File: src/rtl/nibble_cpu_regs.svh
/*
  Opcode patterns, field positions, reset values and port selectors of the nibble instruction decoder.
  Assumes inclusion by bare name from the decoder files only.
*/
`ifndef NIBBLE_CPU_REGS_SVH
`define NIBBLE_CPU_REGS_SVH

// ----------------------------------------------------------------
// Widths and reset values
// ----------------------------------------------------------------
`define NIB_W 4
`define H_W 2
`define ADDR_W 6
`define MEM_DEPTH 64
`define NIB_RESET 4'h0
`define H_RESET 2'h0
`define NIB_ALL_ONES 4'hF
`define NIB_ZERO 4'h0

// ----------------------------------------------------------------
// One-byte opcode patterns
// ----------------------------------------------------------------
`define OP_LOAD_ACC_IMM 8'b0001????
`define OP_LOAD_H_IMM 8'b001010??
`define OP_LOAD_ACC_FROM_POINTER 8'b010100??
`define OP_LOAD_PAIR_IMM 8'b110?????
`define OP_WRITE_ACC_TO_MEM 8'h57
`define OP_WRITE_IMM_ADVANCE 8'b0100????
`define OP_SWAP_ACC_LOW_REG 8'h7B
`define OP_SWAP_ACC_POINTER_MEM 8'b010101??
`define OP_ADD_IMM_SKIP_CARRY 8'b0000????
`define OP_ADD_MEM_NO_CARRY_IN 8'h7D
`define OP_ADD_MEM_WITH_CARRY 8'h7C
`define OP_XOR_ACC_MEM 8'h7E
`define OP_INCREMENT_L_SKIP 8'h59
`define OP_DECREMENT_L_SKIP 8'h58
`define OP_CLEAR_MEM_BIT 8'b011010??
`define OP_SET_MEM_BIT 8'b011011??
`define OP_READ_PORT_BY_L 8'h70
`define OP_WRITE_PORT_BY_L 8'h72
`define OP_SUBROUTINE_RETURN 8'h53

// ----------------------------------------------------------------
// Two-byte opcodes
// ----------------------------------------------------------------
`define OP_INCREMENT_MEM_DIRECT 8'h3D
`define OP_DECREMENT_MEM_DIRECT 8'h3C
`define OP_TWO_BYTE_JUMP 8'b001000??
`define OP_TWO_BYTE_CALL 8'b001100??
`define OP_TWO_BYTE_MISC 8'b001111??

// ----------------------------------------------------------------
// Pair addressing field
// ----------------------------------------------------------------
`define PR_DEC_AFTER 2'b00
`define PR_INC_AFTER 2'b01
`define PR_PLAIN 2'b10

// ----------------------------------------------------------------
// L selectors for port access
// ----------------------------------------------------------------
`define SEL_PORT0 4'h0
`define SEL_PORT1 4'h1
`define SEL_PORT8 4'h8
`define SEL_PORT9 4'h9
`define SEL_PORT10 4'hA
`define SEL_PORT11 4'hB
`define SEL_CLK_MODE 4'hC
`define SEL_PROBE_FLAG 4'hF
`define PROBE_BIT 3

`endif

File: src/rtl/nibble_cpu_pkg.sv
/*
  Types shared by the nibble instruction decoder.
  Assumes nothing of its surroundings.
*/
package nibble_cpu_pkg;

  // Phase of a possibly two-byte instruction
  typedef enum logic {PH_FIRST, PH_SECOND} phase_type;

  // Kind of the last load used for run suppression
  typedef enum logic [1:0] {RUN_NONE, RUN_ACC, RUN_PAIR} run_kind_type;

endpackage : nibble_cpu_pkg

File: src/rtl/nibble_adder.sv
/*
  Four-bit adder with carry in and carry out.
  Assumes purely combinational use by the decoder.
*/
module nibble_adder #(
  parameter int WIDTH = 4
) (
  input wire logic [WIDTH-1:0] a,
  input wire logic [WIDTH-1:0] b,
  input wire logic cin,
  output logic [WIDTH-1:0] sum,
  output logic cout
);

  // Full-width sum split into result and carry
  assign {cout, sum} = {1'b0, a} + {1'b0, b} + {{WIDTH{1'b0}}, cin};

endmodule : nibble_adder

File: src/rtl/nibble_cpu_instruction_decode.sv
/*
  Decoder and executor for a subset of a 4-bit microcontroller instruction set,
  with accumulator, carry, H and L registers, 64 x 4 data memory and port latches.
  Assumes one instruction byte offered per valid cycle, synchronous to MCLK.

*/
`include "nibble_cpu_regs.svh"

module nibble_cpu_instruction_decode (
  input wire logic MCLK,
  input wire logic RST,
  input wire logic INSTR_VALID,
  input wire logic [7:0] INSTR_BYTE,
  input wire logic [3:0] PORT0_IN,
  input wire logic [3:0] PORT1_IN,
  input wire logic [3:0] PORT10_IN,
  input wire logic [3:0] PORT11_IN,
  output logic [3:0] ACC,
  output logic [1:0] H_REG,
  output logic [3:0] L_REG,
  output logic CARRY,
  output logic SKIP_PENDING,
  output logic [3:0] PORT8_OUT,
  output logic [3:0] PORT9_OUT,
  output logic [3:0] PORT10_OUT,
  output logic [3:0] PORT11_OUT,
  output logic [3:0] CLK_MODE,
  output logic EXT_PROBE_ENABLE_FLAG
);
  import nibble_cpu_pkg::*;

  // ----------------------------------------------------------------
  // State
  // ----------------------------------------------------------------
  logic [3:0] acc_q, acc_d;
  logic [1:0] h_q, h_d;
  logic [3:0] l_q, l_d;
  logic carry_q, carry_d;
  logic skip_q, skip_d;
  phase_type phase_q, phase_d;
  logic [7:0] first_q, first_d;
  logic drop_q, drop_d;
  run_kind_type run_q, run_d;
  logic [3:0] p8_q, p8_d, p9_q, p9_d, p10_q, p10_d, p11_q, p11_d;
  logic [3:0] clk_mode_q, clk_mode_d;
  logic probe_q, probe_d;
  logic [3:0] mem [`MEM_DEPTH];
  logic mem_we;
  logic [5:0] mem_waddr;
  logic [3:0] mem_wdata;

  // ----------------------------------------------------------------
  // Datapath helpers
  // ----------------------------------------------------------------
  logic [5:0] ptr_addr;
  logic [3:0] ptr_data;
  logic [3:0] dir_data;
  logic [3:0] add_b;
  logic add_cin;
  logic [3:0] add_sum;
  logic add_cout;
  run_kind_type byte_kind;
  logic two_byte;
  logic suppress;

  // Pointer and direct memory reads
  assign ptr_addr = {h_q, l_q};
  assign ptr_data = mem[ptr_addr];
  assign dir_data = mem[INSTR_BYTE[5:0]];

  // Adder operands: immediate for upper nibble 0000, else pointer memory
  assign add_b = (INSTR_BYTE[7:4] == 4'h0) ? INSTR_BYTE[3:0] : ptr_data;
  assign add_cin = (INSTR_BYTE == `OP_ADD_MEM_WITH_CARRY) ? carry_q : 1'b0;

  nibble_adder #(
    .WIDTH(`NIB_W)
  ) u_adder (
    .a(acc_q),
    .b(add_b),
    .cin(add_cin),
    .sum(add_sum),
    .cout(add_cout)
  );

  // Classify the byte for run suppression and length
  always_comb begin
    byte_kind = RUN_NONE;
    two_byte = 1'b0;
    casez (INSTR_BYTE)
      `OP_LOAD_ACC_IMM: byte_kind = RUN_ACC;
      `OP_LOAD_PAIR_IMM: byte_kind = RUN_PAIR;
      `OP_TWO_BYTE_JUMP, `OP_TWO_BYTE_CALL, `OP_TWO_BYTE_MISC: two_byte = 1'b1;
      default: byte_kind = RUN_NONE;
    endcase
  end

  // Pending skip or a repeated load in a run cancels the instruction
  assign suppress = skip_q || (byte_kind != RUN_NONE && byte_kind == run_q);

  // ----------------------------------------------------------------
  // Decode and execute
  // ----------------------------------------------------------------
  always_comb begin
    acc_d = acc_q;
    h_d = h_q;
    l_d = l_q;
    carry_d = carry_q;
    skip_d = skip_q;
    phase_d = phase_q;
    first_d = first_q;
    drop_d = drop_q;
    run_d = run_q;
    p8_d = p8_q;
    p9_d = p9_q;
    p10_d = p10_q;
    p11_d = p11_q;
    clk_mode_d = clk_mode_q;
    probe_d = probe_q;
    mem_we = 1'b0;
    mem_waddr = ptr_addr;
    mem_wdata = ptr_data;
    if (INSTR_VALID) begin
      case (phase_q)
        PH_FIRST: begin
          run_d = byte_kind;
          skip_d = 1'b0;
          if (two_byte) begin
            phase_d = PH_SECOND;
            first_d = INSTR_BYTE;
            drop_d = suppress;
          end else if (!suppress) begin
            casez (INSTR_BYTE)
              `OP_LOAD_ACC_IMM: acc_d = INSTR_BYTE[3:0];
              `OP_LOAD_H_IMM: h_d = INSTR_BYTE[1:0];
              `OP_LOAD_PAIR_IMM: begin
                h_d = {1'b0, INSTR_BYTE[4]};
                l_d = INSTR_BYTE[3:0];
              end
              `OP_WRITE_ACC_TO_MEM: begin
                mem_we = 1'b1;
                mem_wdata = acc_q;
              end
              `OP_SUBROUTINE_RETURN: acc_d = acc_q; // Return shares the load pattern, not handled here
              `OP_LOAD_ACC_FROM_POINTER, `OP_SWAP_ACC_POINTER_MEM: begin
                acc_d = ptr_data;
                if (INSTR_BYTE[2]) begin
                  mem_we = 1'b1;
                  mem_wdata = acc_q;
                end
                // Post-adjust of L by the pair field
                case (INSTR_BYTE[1:0])
                  `PR_DEC_AFTER: begin
                    l_d = l_q - 4'h1;
                    skip_d = (l_q == `NIB_ZERO);
                  end
                  `PR_INC_AFTER: begin
                    l_d = l_q + 4'h1;
                    skip_d = (l_q == `NIB_ALL_ONES);
                  end
                  default: l_d = l_q;
                endcase
              end
              `OP_WRITE_IMM_ADVANCE: begin
                mem_we = 1'b1;
                mem_wdata = INSTR_BYTE[3:0];
                l_d = l_q + 4'h1;
              end
              `OP_SWAP_ACC_LOW_REG: begin
                acc_d = l_q;
                l_d = acc_q;
              end
              `OP_ADD_IMM_SKIP_CARRY, `OP_ADD_MEM_NO_CARRY_IN: begin
                acc_d = add_sum;
                skip_d = add_cout;
              end
              `OP_ADD_MEM_WITH_CARRY: begin
                acc_d = add_sum;
                carry_d = add_cout;
                skip_d = add_cout;
              end
              `OP_XOR_ACC_MEM: acc_d = acc_q ^ ptr_data;
              `OP_INCREMENT_L_SKIP: begin
                l_d = l_q + 4'h1;
                skip_d = (l_q == `NIB_ALL_ONES);
              end
              `OP_DECREMENT_L_SKIP: begin
                l_d = l_q - 4'h1;
                skip_d = (l_q == `NIB_ZERO);
              end
              `OP_CLEAR_MEM_BIT: begin
                mem_we = 1'b1;
                mem_wdata = ptr_data & ~(4'h1 << INSTR_BYTE[1:0]);
              end
              `OP_SET_MEM_BIT: begin
                mem_we = 1'b1;
                mem_wdata = ptr_data | (4'h1 << INSTR_BYTE[1:0]);
              end
              `OP_READ_PORT_BY_L: begin
                // Unselected L values leave the accumulator alone
                case (l_q)
                  `SEL_PORT0: acc_d = PORT0_IN;
                  `SEL_PORT1: acc_d = PORT1_IN;
                  `SEL_PORT10: acc_d = PORT10_IN;
                  `SEL_PORT11: acc_d = PORT11_IN;
                  default: acc_d = acc_q;
                endcase
              end
              `OP_WRITE_PORT_BY_L: begin
                case (l_q)
                  `SEL_PORT8: p8_d = acc_q;
                  `SEL_PORT9: p9_d = acc_q;
                  `SEL_PORT10: p10_d = acc_q;
                  `SEL_PORT11: p11_d = acc_q;
                  `SEL_CLK_MODE: clk_mode_d = acc_q;
                  `SEL_PROBE_FLAG: probe_d = acc_q[`PROBE_BIT];
                  default: probe_d = probe_q;
                endcase
              end
              default: acc_d = acc_q;
            endcase
          end
        end
        PH_SECOND: begin
          phase_d = PH_FIRST;
          mem_waddr = INSTR_BYTE[5:0];
          if (!drop_q) begin
            if (first_q == `OP_INCREMENT_MEM_DIRECT) begin
              mem_we = 1'b1;
              mem_wdata = dir_data + 4'h1;
              skip_d = (dir_data == `NIB_ALL_ONES);
            end else if (first_q == `OP_DECREMENT_MEM_DIRECT) begin
              mem_we = 1'b1;
              mem_wdata = dir_data - 4'h1;
              skip_d = (dir_data == `NIB_ZERO);
            end
          end
        end
        default: phase_d = PH_FIRST;
      endcase
    end
  end

  // ----------------------------------------------------------------
  // Registers
  // ----------------------------------------------------------------
  // Working registers
  always_ff @(posedge MCLK) begin
    if (RST) begin
      acc_q <= `NIB_RESET;
      h_q <= `H_RESET;
      l_q <= `NIB_RESET;
      carry_q <= 1'b0;
    end else begin
      acc_q <= acc_d;
      h_q <= h_d;
      l_q <= l_d;
      carry_q <= carry_d;
    end
  end

  // Sequencing, skip and run tracking
  always_ff @(posedge MCLK) begin
    if (RST) begin
      skip_q <= 1'b0;
      phase_q <= PH_FIRST;
      first_q <= 8'h00;
      drop_q <= 1'b0;
      run_q <= RUN_NONE;
    end else begin
      skip_q <= skip_d;
      phase_q <= phase_d;
      first_q <= first_d;
      drop_q <= drop_d;
      run_q <= run_d;
    end
  end

  // Output latches and mode flags
  always_ff @(posedge MCLK) begin
    if (RST) begin
      p8_q <= `NIB_RESET;
      p9_q <= `NIB_RESET;
      p10_q <= `NIB_RESET;
      p11_q <= `NIB_RESET;
      clk_mode_q <= `NIB_RESET;
      probe_q <= 1'b0;
    end else begin
      p8_q <= p8_d;
      p9_q <= p9_d;
      p10_q <= p10_d;
      p11_q <= p11_d;
      clk_mode_q <= clk_mode_d;
      probe_q <= probe_d;
    end
  end

  // Data memory keeps its contents through reset
  always_ff @(posedge MCLK) begin
    if (mem_we) begin
      mem[mem_waddr] <= mem_wdata;
    end
  end

  // Outputs straight from flip-flops
  assign ACC = acc_q;
  assign H_REG = h_q;
  assign L_REG = l_q;
  assign CARRY = carry_q;
  assign SKIP_PENDING = skip_q;
  assign PORT8_OUT = p8_q;
  assign PORT9_OUT = p9_q;
  assign PORT10_OUT = p10_q;
  assign PORT11_OUT = p11_q;
  assign CLK_MODE = clk_mode_q;
  assign EXT_PROBE_ENABLE_FLAG = probe_q;
endmodule : nibble_cpu_instruction_decode

File: config.mk
export PLATFORM = sky130hd
export DESIGN_NAME = nibble_cpu_instruction_decode
export DESIGN_NICKNAME = d
export VERILOG_FILES = /design/src/rtl/nibble_cpu_pkg.sv /design/src/rtl/nibble_adder.sv /design/src/rtl/nibble_cpu_instruction_decode.sv
export VERILOG_INCLUDE_DIRS = /design/src /design/src/rtl
export SDC_FILE = /design/constraint.sdc
export NUM_CORES = 1
export LEC_CHECK = 0
export ABC_AREA = 1
export BUFFER_PORTS_ARGS = -buffer_cell sky130_fd_sc_hd__buf_2
export CAP_MARGIN = 20
export CELL_PAD_IN_SITES_DETAIL_PLACEMENT = 1
export CELL_PAD_IN_SITES_GLOBAL_PLACEMENT = 2
export CORE_MARGIN = 4
export CORE_UTILIZATION = 38
export DETAILED_ROUTE_END_ITERATION = 10
export PLACE_DENSITY_LB_ADDON = 0.1
export SLEW_MARGIN = 20
export SYNTH_ARGS = -nofsm -noshare
export SYNTH_HDL_FRONTEND = slang
export SYNTH_HIERARCHICAL = 1
export SYNTH_SLANG_ARGS = --single-unit
File: constraint.sdc
create_clock -name MCLK -period 5.58 [get_ports MCLK]
set_input_delay 1.116 -clock MCLK [delete_from_list [all_inputs] [get_ports MCLK]]
set_output_delay 1.116 -clock MCLK [all_outputs]
set_load 0.05 [all_outputs]
After elaboration in Yosys (flattened, before gate mapping). Memory sizes are Yosys's and may differ from the RTL's. Index checks and enable logic that the tools add are counted.

Reduce and logical (&&, ||, !) cells: 32. Add/subtract/negate cells: 6. Multiplexer cells: 46. Bitwise gates (word level): 10. Shift operators: 1. Equal/unequal tests: 37. Div/mod/pow operators: 0. Multiply operators: 0. Magnitude comparators: 0.

Operator list (number): $eq 8x7->1 const B (10); $reduce_and 7->1 (8); $pmux 4 s4 (3); $pmux 4 s2 (5); $mux 4 (8); $eq 4x4->1 const B (7); $eq 6x4->1 const B (4); $eq 6x5->1 const B (4); $pmux 4 s5 (1); $mux 1 (18); $eq 8x6->1 const B (2); $logic_not 4->1 (3); $mux 6 (2); $pmux 1 s2 (6); $reduce_or 4->1 (3); $reduce_or 3->1 (3); $add 4x1->4 const B (2); $eq 4x1->1 const B (2); $pmux 2 s2 (2); $sub 4x1->4 const B (2); $ne 6x6->1 const B (1); $not 1->1 (6); $reduce_and 3->1 (2); $reduce_and 6->1 (1); other kinds (25) (27).

Bits in read-only memories: 0. Latch bits: 0. Bits in registers: 45. Memory bits (writable): 256. Memories kept: 1.

Memory list: mem (depth 64, bits a word 4, read ports 2, clocked after memory_dff 0, write ports 1, line nibble_cpu_instruction_decode.sv:47) `` logic [3:0] mem [`MEM_DEPTH]; ``.

Depth between registers and ports, before layout.
Word-level depth: 11. Depth in mapped cells: 27.

Cells and area by module. The synthesis kept the hierarchy.

By module, submodules not included: nibble_cpu_instruction_decode (times used 1, area an instance 17006.3 µm², cells an instance 2206, seq. area each 8588.2 µm²); nibble_adder (times used 1, area an instance 165.2 µm², cells an instance 25, seq. area each 0.0 µm²).

Least setup slack after synthesis. Ideal clock, no wire load.

Path kind: in2reg. Start point: input port INSTR_BYTE[1]. End point: memory mem[0][1] (data pin). Stages: 18. Arrival time: 4.632 ns. Setup slack: 0.400 ns. Data required time: 5.032 ns. Cells stage by stage: buf_4 > inv_2 > buf_1 > nand2_1 > nand2_1 > nand2_1 > nand2_1 > nor2_1 > nor2_1 > nor2_1 > nand2_1 > inv_2 > ha_1 > o21ai_0 > nand3_1 > nand2_1 > a21oi_1 > a21oi_1.

Cells in the longest elaborated chain, start to end: 9. Elaborated cells on any way between the ends: 19. Classes of those cells: add/sub (2); eq/ne (2); shift (1); mux (9); bitwise (3); reduce/logical (1); memory (1).

Ends and longest elaborated chain: from (decl) (line nibble_cpu_instruction_decode.sv:13) `input wire logic [7:0] INSTR_BYTE,`; parallel branches: the longest is 7 deep, another holds $mem_v2 64x4; $pmux 4 s2 (*) (line nibble_cpu_instruction_decode.sv:123) `case (phase_q)`; $mux 4 (*) (line nibble_cpu_instruction_decode.sv:122) `if (INSTR_VALID) begin`; named net mem_wdata[1] (line nibble_cpu_instruction_decode.sv:50) `logic [3:0] mem_wdata;`; to (decl) (line nibble_cpu_instruction_decode.sv:47).

Mark *: on every way through the listed nets, which the timed path passes.

Worst setup path after layout.
Start point: input port INSTR_BYTE[0]. End point: memory mem[8][1] (data pin).

Same word-level chain as after synthesis.

==> flow_metrics.env <==
export IMPL_status="finished clean"
export IMPL_start_kind="input pin"
export IMPL_routedWlPerCell_um=24.08
export IMPL_min_path_type="reg2reg"
export IMPL_dieArea_um2=48650
export IMPL_setup_violations=0
export IMPL_clk_pin_slew_ns=0.05
export IMPL_syn_nets=2270
export IMPL_yosysTopAreaCell="edfxtp_1"
export IMPL_cts_hold_buf=0
export IMPL_synth_most_common_cell="nand2_1"
export IMPL_top_layer="met4"
export IMPL_synth_edf_count=256
export IMPL_wl_met2_mm=33.38
export IMPL_layout_drive_gt1_share_pct=10.38
export IMPL_grt_pass1_wl_mm=103.0
export IMPL_ys_types=50
export IMPL_ant_nets=0
export IMPL_synth_seq_area_share_pct=50.01
export IMPL_cts_max_level=2
export IMPL_irDropWorstVdd_mv=0.2361
export IMPL_required_ns=5.97
export IMPL_vias=15800
export IMPL_finalSetupTns_ns=0
export IMPL_nFillCells=5473
export IMPL_wl_met1_mm=29.82
export IMPL_cp_arrival_ns=5.01
export IMPL_gr_total_overflow=0
export IMPL_die_w_um=220.6
export IMPL_powerDensity_nw_per_um2=294.7
export IMPL_fin_ws_ns=0.9646
export IMPL_initial_core_util_pct=38.66
export IMPL_final_setup_skew_ns=0.01839
export IMPL_antenna_found_initial=0
export IMPL_wl_met3_mm=3.585
export IMPL_clock_sinks=301
export IMPL_finalWeightedCongestion=0.9003
export IMPL_dp_hpwl_mm=47.54
export IMPL_area_growth_pct=12.86
export IMPL_syn_area_per_cell_um2=7.697
export IMPL_ioPinCount=60
export IMPL_clk_insertion_delay_late_ns=0.57
export IMPL_cts_resized=0
export IMPL_leakage_uw=0.008284
export IMPL_maxCapViolCount=0
export IMPL_core_area_um2=44410
export IMPL_maxSlewHeadroom_pct=29.38
export IMPL_root_buffer="clkbuf_16"
export IMPL_yosysWarnings=6
export IMPL_crit_fanout=69
export IMPL_synth_cells=2231
export IMPL_drt_iter0_drc=1230
export IMPL_finalNetCount=2317
export IMPL_cts_tree="yes"
export IMPL_fmax_ghz=0.2167
export IMPL_final_max_slew_viol_count=0
export IMPL_cp_end_kind="register"
export IMPL_min_period_over_period_pct=82.71
export IMPL_drt_total_wl_mm=69.69
export IMPL_die_h_um=220.6
export IMPL_post_cts_buffers=0
export IMPL_ys_top_cells_by_area="edfxtp_1 (45%), nand2_1 (19%), nor2_1 (6.1%)"
export IMPL_io_buffers=59
export IMPL_pre_cts_ws_ns=0.4405
export IMPL_std_cell_rows=77
export IMPL_track_usage_pct=28.62
export IMPL_grt_max_degree=91
export IMPL_ys_seq_elements=301
export IMPL_n_antenna_cell=0
export IMPL_clock_path_buffers=3
export IMPL_cts_buffers=37
export IMPL_timing_hold_violations_final=0
export IMPL_drt_first_pass_iters=6
export IMPL_grt_pass1_vias=16230
export IMPL_drt_vias_per_instance=5.459
export IMPL_crit_type="in2reg"
export IMPL_worst_pin_slew_ns=1.057
export IMPL_synth_area_um2=17170
export IMPL_route_detailed_drc=0
export IMPL_synth_common_cells="nand2_1 (869), nor2_1 (277), edfxtp_1 (256)"
export IMPL_synthArstFlopShare_pct=0
export IMPL_synth_top_area_share_pct=44.77
export IMPL_rsz0062_at_grt="false"
export IMPL_synth_ff_type="edfxtp_1"
export IMPL_period_minus_slack_ns=4.615
layout make-up:
class | count | area (um^2) | share of cell area (%)
Timing Repair Buffer | 107 | 795.8 | 4.106
Sequential cell | 301 | 8593 | 44.34
Clock inverter | 17 | 143.9 | 0.7425
Clock buffer | 46 | 980.9 | 5.062
Inverter | 172 | 648.1 | 3.344
Tap cell | 592 | 740.7 | 3.822
Multi-Input combinational cell | 1659 | 7477 | 38.58
layout by cell type, fill, tap and decap left out, drive strengths merged, types with 45 or more instances in the layout:
| cell | n |
|---|---|
| dfxtp | 45 |
| o21ai | 193 |
| nor2 | 289 |
| nand2 | 891 |
| nand3 | 90 |
| inv | 168 |
| a21oi | 87 |
| buf | 107 |
| clkbuf | 46 |
| edfxtp | 256 |
state kept, by name, summed over array words and instances, names as in the netlist:
signal / count
CLK_MODE: 4
first_q: 8
PORT10_OUT: 4
EXT_PROBE_ENABLE_FLAG: 1
PORT11_OUT: 4
mem: 256
run_q: 2
PORT8_OUT: 4
PORT9_OUT: 4
L_REG: 4
ACC: 4
drop_q: 1
H_REG: 2
CARRY: 1
SKIP_PENDING: 1
phase_q: 1
where the power goes:
part,leakage (uW),total [uW],internal [uW],switching (uW)
Clock,0.000548,2330,1340,992
Sequential,0.00267,2550,2540,13.8
Combinational,0.00507,832,200,632
stage by stage:
stage / total power [uW] / instances / instance area, um^2 / hold WS [ns] / utilization (%)
after global routing: 5926 / 2894 / 19380 / 0.4819 / 43.63
after global placement: 3411 / 2831 / 18260 / 0.4272 / 41.10
after floorplan: 3073 / 2231 / 17170 / 0.4190 / -
after detailed placement: 3425 / 2831 / 18260 / 0.4497 / 41.10
final: 5711 / 2894 / 19380 / 0.4553 / 43.63
after CTS: 5752 / 2894 / 19380 / 0.4590 / 43.63
layer usage:
layer  GRT usage [%]  up-vias
met5               0        -
li1                -     7403
met2           48.91      457
met3           3.941      143
met4           11.71        0
met1           36.69     7795
worst max-delay path: stages:
cell     delay [ns]
buf_4          0.18
buf_12         0.37
buf_4          0.34
o21ai_0        0.17
nand2_1        0.09
nand2_1        0.06
nand2_1        0.06
nand2_1        0.08
o21ai_1        0.18
nand2_1        0.10
nor2_1         0.25
ha_1           0.30
o21ai_0        0.20
nand3_1        0.09
nand2_1        0.07
a21oi_1        0.06
a21oi_4        0.85
buf_4          0.35
cell families (layout without fill, tap and decap cells):
logic type / count (synthesis) / in the layout / synth area share [%]
DFF: 301 / 301 / 50.01
xor gates and xnor gates: 5 / 5 / 0.2550
and+or+nand+nor: 1300 / 1300 / 31.23
adders and majority gates: 12 / 12 / 0.9618
AOI/OAI and AO/OA: 342 / 342 / 10.94
buffers and inverters: 271 / 342 / 6.601
final timing paths:
path                 startpoint          to  slack (ns)  cells past startpoint
hold reg to reg      first_q[2]  first_q[2]        0.46                      2
setup / recovery  INSTR_BYTE[0]   mem[8][1]        0.96                     18
hold / removal       first_q[2]  first_q[2]        0.46                      2
setup reg to reg       L_REG[3]      ACC[3]        1.15                     21
No activity file was read; power rests on OpenSTA's default activity.
